**config.mk**
```make
export PLATFORM = sky130hd
export DESIGN_NAME = pmu_top
export DESIGN_NICKNAME = d
export VERILOG_FILES = /design/src/logic/pmu_pkg.sv /design/src/logic/pmu_top.sv /design/src/logic/pmu_event_mux.sv
export VERILOG_INCLUDE_DIRS = /design/src /design/src/logic
export SDC_FILE = /design/constraint.sdc
export NUM_CORES = 1
export LEC_CHECK = 0
export BUFFER_PORTS_ARGS = -buffer_cell sky130_fd_sc_hd__buf_2
export CAP_MARGIN = 20
export CORE_MARGIN = 4
export CORE_UTILIZATION = 45
export DETAILED_ROUTE_END_ITERATION = 10
export GPL_ROUTABILITY_DRIVEN = 0
export PLACE_DENSITY = 0.63
export RECOVER_POWER = 100
export SLEW_MARGIN = 20
export SYNTH_ARGS = -nofsm -noshare
export SYNTH_HDL_FRONTEND = slang
export SYNTH_HIERARCHICAL = 1
export SYNTH_SLANG_ARGS = --single-unit
```
**constraint.sdc**
```tcl
create_clock -name ref_clk -period 3.2 [get_ports ref_clk]
set_input_delay 0.64 -clock ref_clk [delete_from_list [all_inputs] [get_ports ref_clk]]
set_output_delay 0.64 -clock ref_clk [all_outputs]
set_load 0.02 [all_outputs]
```
**src/logic/pmu_defines.svh**
```systemverilog
// Register numbers, field positions, reset values and event codes
`ifndef PMU_DEFINES_SVH
`define PMU_DEFINES_SVH

// Register selectors on the coprocessor port
`define PMU_REG_CONTROL   4'h0
`define PMU_REG_CYCLE     4'h1
`define PMU_REG_IRQ_EN    4'h2
`define PMU_REG_FLAGS     4'h3
`define PMU_REG_EVSEL     4'h4
`define PMU_REG_EVCNT0    4'h8

// Control fields
`define PMU_CTL_ENABLE    0
`define PMU_CTL_EVRST     1
`define PMU_CTL_CYCRST    2
`define PMU_CTL_DIV       3
`define PMU_CTL_ID_LSB    24
`define PMU_CTL_ID_MSB    31
`define PMU_ID_VALUE      8'h5A

// Per-counter bit positions in enable and flag registers
`define PMU_CYC_BIT       0
`define PMU_EV_BIT0       1
`define PMU_NBITS         5

// Cycle prescale
`define PMU_DIV_COUNT     64
`define PMU_DIV_W         6

// Event codes
`define PMU_EV_OFF        8'hFF
`define PMU_NSRC          14

`endif

```
**src/logic/pmu_pkg.sv**
```systemverilog
// Types shared by the performance monitor
`default_nettype none
package pmu_pkg;
    typedef logic [31:0] pmu_word_t;
    typedef logic [7:0]  pmu_code_t;
endpackage
`default_nettype wire

```
**src/logic/pmu_top.sv**
```systemverilog
// Four-event-counter performance monitor with coprocessor access
`include "pmu_defines.svh"
`default_nettype none
module pmu_top (
    input  wire logic                  ref_clk,
    input  wire logic                  rst,
    input  wire logic                  cp_wr,
    input  wire logic                  cp_rd,
    input  wire logic [3:0]            cp_sel,
    input  wire pmu_pkg::pmu_word_t    cp_wdata,
    output pmu_pkg::pmu_word_t         cp_rdata,
    input  wire logic [`PMU_NSRC-1:0]  ev_src,
    output logic                       irq
);
    logic                      enable_r;
    logic                      div_r;
    logic [`PMU_DIV_W-1:0]     presc_r;
    pmu_pkg::pmu_word_t        cycle_r;
    pmu_pkg::pmu_word_t        evcnt_r [4];
    logic [`PMU_NBITS-1:0]     irq_en_r;
    logic [`PMU_NBITS-1:0]     flags_r;
    pmu_pkg::pmu_word_t        evsel_r;
    logic [3:0]                ev_hit;
    logic                      cyc_tick;
    logic [`PMU_NBITS-1:0]     ovf_set;

    // Write strobes per register
    function automatic logic wsel(input logic [3:0] s);
        return cp_wr && cp_sel == s;
    endfunction

    // Control bits; divider and enable kept, resets are pulses
    always_ff @(posedge ref_clk) begin
        if (rst) begin
            enable_r <= 1'b0;
            div_r    <= 1'b0;
        end else if (wsel(`PMU_REG_CONTROL)) begin
            enable_r <= cp_wdata[`PMU_CTL_ENABLE];
            div_r    <= cp_wdata[`PMU_CTL_DIV];
        end
    end

    // Prescaler runs only while enabled, saving toggles when idle
    always_ff @(posedge ref_clk) begin
        if (rst) begin
            presc_r <= '0;
        end else if (!enable_r) begin
            presc_r <= '0;
        end else begin
            presc_r <= presc_r + 1'b1;
        end
    end

    // Tick per clock, or once per 64 when divided
    assign cyc_tick = enable_r &&
                      (!div_r || presc_r == `PMU_DIV_W'(`PMU_DIV_COUNT-1));

    // Cycle counter: write load, reset pulse, free wrap
    always_ff @(posedge ref_clk) begin
        if (rst) begin
            cycle_r <= '0;
        end else if (wsel(`PMU_REG_CYCLE)) begin
            cycle_r <= cp_wdata;
        end else if (wsel(`PMU_REG_CONTROL) && cp_wdata[`PMU_CTL_CYCRST]) begin
            cycle_r <= '0;
        end else if (cyc_tick) begin
            cycle_r <= cycle_r + 32'h1;
        end
    end

    // Per-counter event selection
    genvar g;
    generate
        for (g = 0; g < 4; g++) begin : g_ev
            pmu_event_mux u_mux (
                .ref_clk (ref_clk),
                .rst     (rst),
                .src     (ev_src),
                .code    (evsel_r[8*g +: 8]),
                .hit     (ev_hit[g])
            );

            // Event counter; idle when globally disabled
            always_ff @(posedge ref_clk) begin
                if (rst) begin
                    evcnt_r[g] <= '0;
                end else if (wsel(4'(`PMU_REG_EVCNT0 + g))) begin
                    evcnt_r[g] <= cp_wdata;
                end else if (wsel(`PMU_REG_CONTROL) &&
                             cp_wdata[`PMU_CTL_EVRST]) begin
                    evcnt_r[g] <= '0;
                end else if (enable_r && ev_hit[g]) begin
                    evcnt_r[g] <= evcnt_r[g] + 32'h1;
                end
            end

            assign ovf_set[`PMU_EV_BIT0+g] = enable_r && ev_hit[g] &&
                       !wsel(4'(`PMU_REG_EVCNT0 + g)) &&
                       !(wsel(`PMU_REG_CONTROL) && cp_wdata[`PMU_CTL_EVRST]) &&
                       evcnt_r[g] == 32'hFFFFFFFF;
        end
    endgenerate

    assign ovf_set[`PMU_CYC_BIT] = cyc_tick && cycle_r == 32'hFFFFFFFF &&
                 !wsel(`PMU_REG_CYCLE) &&
                 !(wsel(`PMU_REG_CONTROL) && cp_wdata[`PMU_CTL_CYCRST]);

    // Interrupt enables, upper bits dropped
    always_ff @(posedge ref_clk) begin
        if (rst) begin
            irq_en_r <= '0;
        end else if (wsel(`PMU_REG_IRQ_EN)) begin
            irq_en_r <= cp_wdata[`PMU_NBITS-1:0];
        end
    end

    // Overflow flags; a new overflow beats a same-cycle clear
    always_ff @(posedge ref_clk) begin
        if (rst) begin
            flags_r <= '0;
        end else if (wsel(`PMU_REG_FLAGS)) begin
            flags_r <= (flags_r & ~cp_wdata[`PMU_NBITS-1:0]) | ovf_set;
        end else begin
            flags_r <= flags_r | ovf_set;
        end
    end

    // Event selection codes, software must disable first
    always_ff @(posedge ref_clk) begin
        if (rst) begin
            evsel_r <= {4{`PMU_EV_OFF}};
        end else if (wsel(`PMU_REG_EVSEL)) begin
            evsel_r <= cp_wdata;
        end
    end

    // Request independent of global enable on purpose
    assign irq = |(flags_r & irq_en_r);

    // Registered read data; reset bits read zero
    always_ff @(posedge ref_clk) begin
        if (rst) begin
            cp_rdata <= '0;
        end else if (cp_rd) begin
            unique case (cp_sel)
                `PMU_REG_CONTROL: cp_rdata <= {`PMU_ID_VALUE, 20'h0,
                                               div_r, 2'b00, enable_r};
                `PMU_REG_CYCLE:   cp_rdata <= cycle_r;
                `PMU_REG_IRQ_EN:  cp_rdata <= {27'h0, irq_en_r};
                `PMU_REG_FLAGS:   cp_rdata <= {27'h0, flags_r};
                `PMU_REG_EVSEL:   cp_rdata <= evsel_r;
                4'h8:             cp_rdata <= evcnt_r[0];
                4'h9:             cp_rdata <= evcnt_r[1];
                4'hA:             cp_rdata <= evcnt_r[2];
                4'hB:             cp_rdata <= evcnt_r[3];
                default:          cp_rdata <= '0;
            endcase
        end
    end
endmodule
`default_nettype wire

```
**src/logic/pmu_event_mux.sv**
```systemverilog
// Event source selector and run-edge detector for one counter
`include "pmu_defines.svh"
`default_nettype none
module pmu_event_mux (
    input  wire logic                  ref_clk,
    input  wire logic                  rst,
    input  wire logic [`PMU_NSRC-1:0]  src,
    input  wire pmu_pkg::pmu_code_t    code,
    output logic                       hit
);
    logic dbuf_prev_r;

    // Remember last-cycle buffer-full level for run counting
    always_ff @(posedge ref_clk) begin
        if (rst) begin
            dbuf_prev_r <= 1'b0;
        end else begin
            dbuf_prev_r <= src[8];
        end
    end

    // Source map; unknown codes and the off code never count
    always_comb begin
        hit = 1'b0;
        if (code < 8'h0E) begin
            if (code == 8'h09) begin
                hit = src[8] & ~dbuf_prev_r;
            end else begin
                hit = src[code[3:0]];
            end
        end else begin
            hit = 1'b0;
        end
    end
endmodule
`default_nettype wire

```
==> impl_metrics.ini <==
[status]
run_status = finished clean

[grt]
grt_pass1_wl_um = 80200
use_met1 = 0.423
gr-usage-all-layers = 0.288
globalRouteMet3Util = 0.0541
antenna_found_initial = 0
top_usage_layer = met2
use_met2 = 0.435
grt_max_degree = 74
grt-ovfl-total = 0
grt_pass1_vias = 12930

[final_layout]
area_delta_synth_final_pct = 12.1
antenna_cells = 0
drive_gt1_frac = 0.105
fin_util = 0.516
final_area_mm2 = 0.0164
fin_nets = 1793

[run]
cap_viol_max_count = 0

[cts]
cts_buffers = 29
clk_pin_slew_ns = 0.06
ctsResizeCount = 0
clk_path_buf_depth = 3
clkLatencyLatePin_ns = 0.57
h-tree-depth = 1
cts_setup_buffers = 0
postCtsHoldBufs = 0
cts.sinks = 246
cts_tree = built
cts_root_buffer = clkbuf_16

[sta]
finalWorstSetupSlack_ns = 0.252
setup_tns_ns = 0
finalCritPeriodShare = 0.921
rsz0062_at_grt = false
slew_headroom = 0.213
max_freq_mhz = 339
post-route-min-period_ns = 2.95
finalMaxSlewViolations = 0
setup_viol = 0
clock_skew_ns = 0.0282
hold_viol = 0
tightest_slew_ns = 1.18

[worst_hold_path]
min_to = g_ev[3].u_mux/dbuf_prev_r
min_path_type = input pin to flip-flop
min_path_cells = 2
holdCritStartpoint = ev_src[8]

[yosys]
synth-compound-area-share = 0.183
ys.flop_type = edfxtp_1
ys_ff_latch = 246
synth.net_count = 1743
ys_async_sr_fraction = 0
synth_top_family_by_area = simple AND/OR/NAND/NOR gates
syn_area_mm2 = 0.0147
yosysTopAreaCellShare = 0.262
synth-simple-area-share = 0.248
yosysUniqueCellTypes = 73
synth.mux.area_fraction = 0.0226
synth_fa_ha_area_frac = 0.00512
synth_xor_area_frac = 0.0771
syn_inst = 1683
syn_avg_cell_area_um2 = 8.71
ys_warn_count = 6
synth-edff-count = 128
synth_area_leader_cell = edfxtp_1
yosys-top-cells-area = edfxtp_1 (26%), dfxtp_1 (16%), nand2_1 (6.7%)
seq_area_frac_synth = 0.424

[critical_path]
path_class = flip-flop to flip-flop
worstPathRequired_ns = 3.31
worstReg2RegEnd = evcnt_r[1][41]
timing.rr.start = evsel_r[24]
reg2regPathDepth = 8
crit_start = evsel_r[24]
worstPathMaxFanout = 32
cp_data_arrival_time_ns = 3.05
crit_path_end_kind = flip-flop
worstSetupStartpointType = flip-flop
reg2reg_slack_ns = 0.25

[floorplanning]
die_h_um = 188
fp-row-count = 65
io_pins = 87
initial_core_util = 0.461
die_area_mm2 = 0.0355
coreArea_mm2 = 0.0318
die_x_um = 188

[placed_design]
hpwl_um = 38100
pre_cts_ws_ns = 0.300
dpl_cell_area_mm2 = 0.0156
io_buffers = 85

[drt]
ant_nets = 0
route.final.wire_length_um = 53100
drc = 0
vias = 14109
wl_per_cell_um = 24.2
drtPass1Iterations = 6
vias_per_cell = 6.44
first_iter_violations = 2263

[pwr]
power_density_mw_per_mm2 = 460
leakagePower_nw = 5.61
irDropWorstVdd_uv = 376
-- where the power goes --
group	switching, mW	internal, mW
Sequential	0.176	3.44
Clock	1.37	1.92
Combinational	0.431	0.203
Total	1.98	5.57
-- critical path, stage by stage, from the launching register on --
cell and delay (ns):
dfxtp_1 0.51, mux4_2 0.55, nor2b_1 0.15, a211oi_2 0.21
nor3_1 0.09, clkbuf_1 0.20, nand2_1 0.11, nand3_1 0.08
clkbuf_2 0.58
-- per-stage QoR --
stage | power (mW) | hold WS [ns] | cells
global placement | 4.30 | 0.430 | 2137
finish | 7.55 | 0.405 | 2191
global route | 7.75 | 0.412 | 2191
detailed placement | 4.31 | 0.443 | 2137
CTS | 7.56 | 0.390 | 2191
floorplan | 3.98 | 0.418 | 1683
-- layout by cell type (no fill, tap or decap), types with 17 or more instances in the layout --
cell type,Yosys,layout
dfxtp_1,118,118
nand3_1,136,136
buf_4,3,42
clkbuf_1,74,50
buf_2,42,50
nor2b_1,18,18
and3_1,36,36
a22oi_1,95,95
nand2_1,263,263
a31oi_1,35,35
xnor2_1,29,29
and4_1,17,17
nand4_1,68,68
clkbuf_16,0,32
a21oi_1,91,91
a211oi_1,19,20
nor2_1,82,82
edfxtp_1,128,128
xor2_1,100,100
o21ai_0,26,117
nor3_1,36,36
-- synth_stat cells (42+ instances only) --
cell	number
dfxtp_1	118
edfxtp_1	128
nand4_1	68
o21ai_1	105
buf_2	42
nor2_1	82
a22oi_1	95
xor2_1	100
nand3_1	136
clkbuf_1	74
a21oi_1	91
nand2_1	263
-- registers in the layout (all words and copies together) (netlist names) --
register and cells:
evsel_r 32, evcnt_r 128, cp_rdata 32, div_r 1
enable_r 1, flags_r 5, g_ev.u_mux/dbuf_prev_r 4, presc_r 6
cycle_r 32, irq_en_r 5
-- how the worst max path moves through the flow --
stage,to,slack (ns),depth (start not counted)
detailed placement,evcnt_r[1][5],0.30,9
CTS,evcnt_r[1][5],0.40,8
finish,evcnt_r[1][41],0.25,8
global route,evcnt_r[1][42],0.15,8
global placement,evcnt_r[1][28],0.37,9
floorplan,evcnt_r[0][32],0.35,6
-- cells by family after synthesis --
logic type / Yosys count
xor gates and xnor gates: 129
buffers and inverters: 139
adders and majority gates: 6
DFF: 246
muxes: 21
AOI/OAI and AO/OA: 424
and+or+nand+nor: 718
-- final cells by class --
| type | instances | area [um2] |
|---|---|---|
| clock inverter | 10 | 55.1 |
| timing repair buffer | 145 | 807 |
| clock buffer | 44 | 896 |
| sequential | 246 | 6210 |
| tap | 435 | 544 |
| inverter | 13 | 48.8 |
| multi-input combinational | 1298 | 7860 |
| fill | 2995 | 15400 |
-- layer usage --
metal  vias to the layer above  share of wire
li1                       6352              -
met4                         0          0.028
met1                      6760           0.41
met2                       887           0.44
met5                         -              0
met3                       110           0.12
Note: power is estimated with default switching activity, not from simulation.
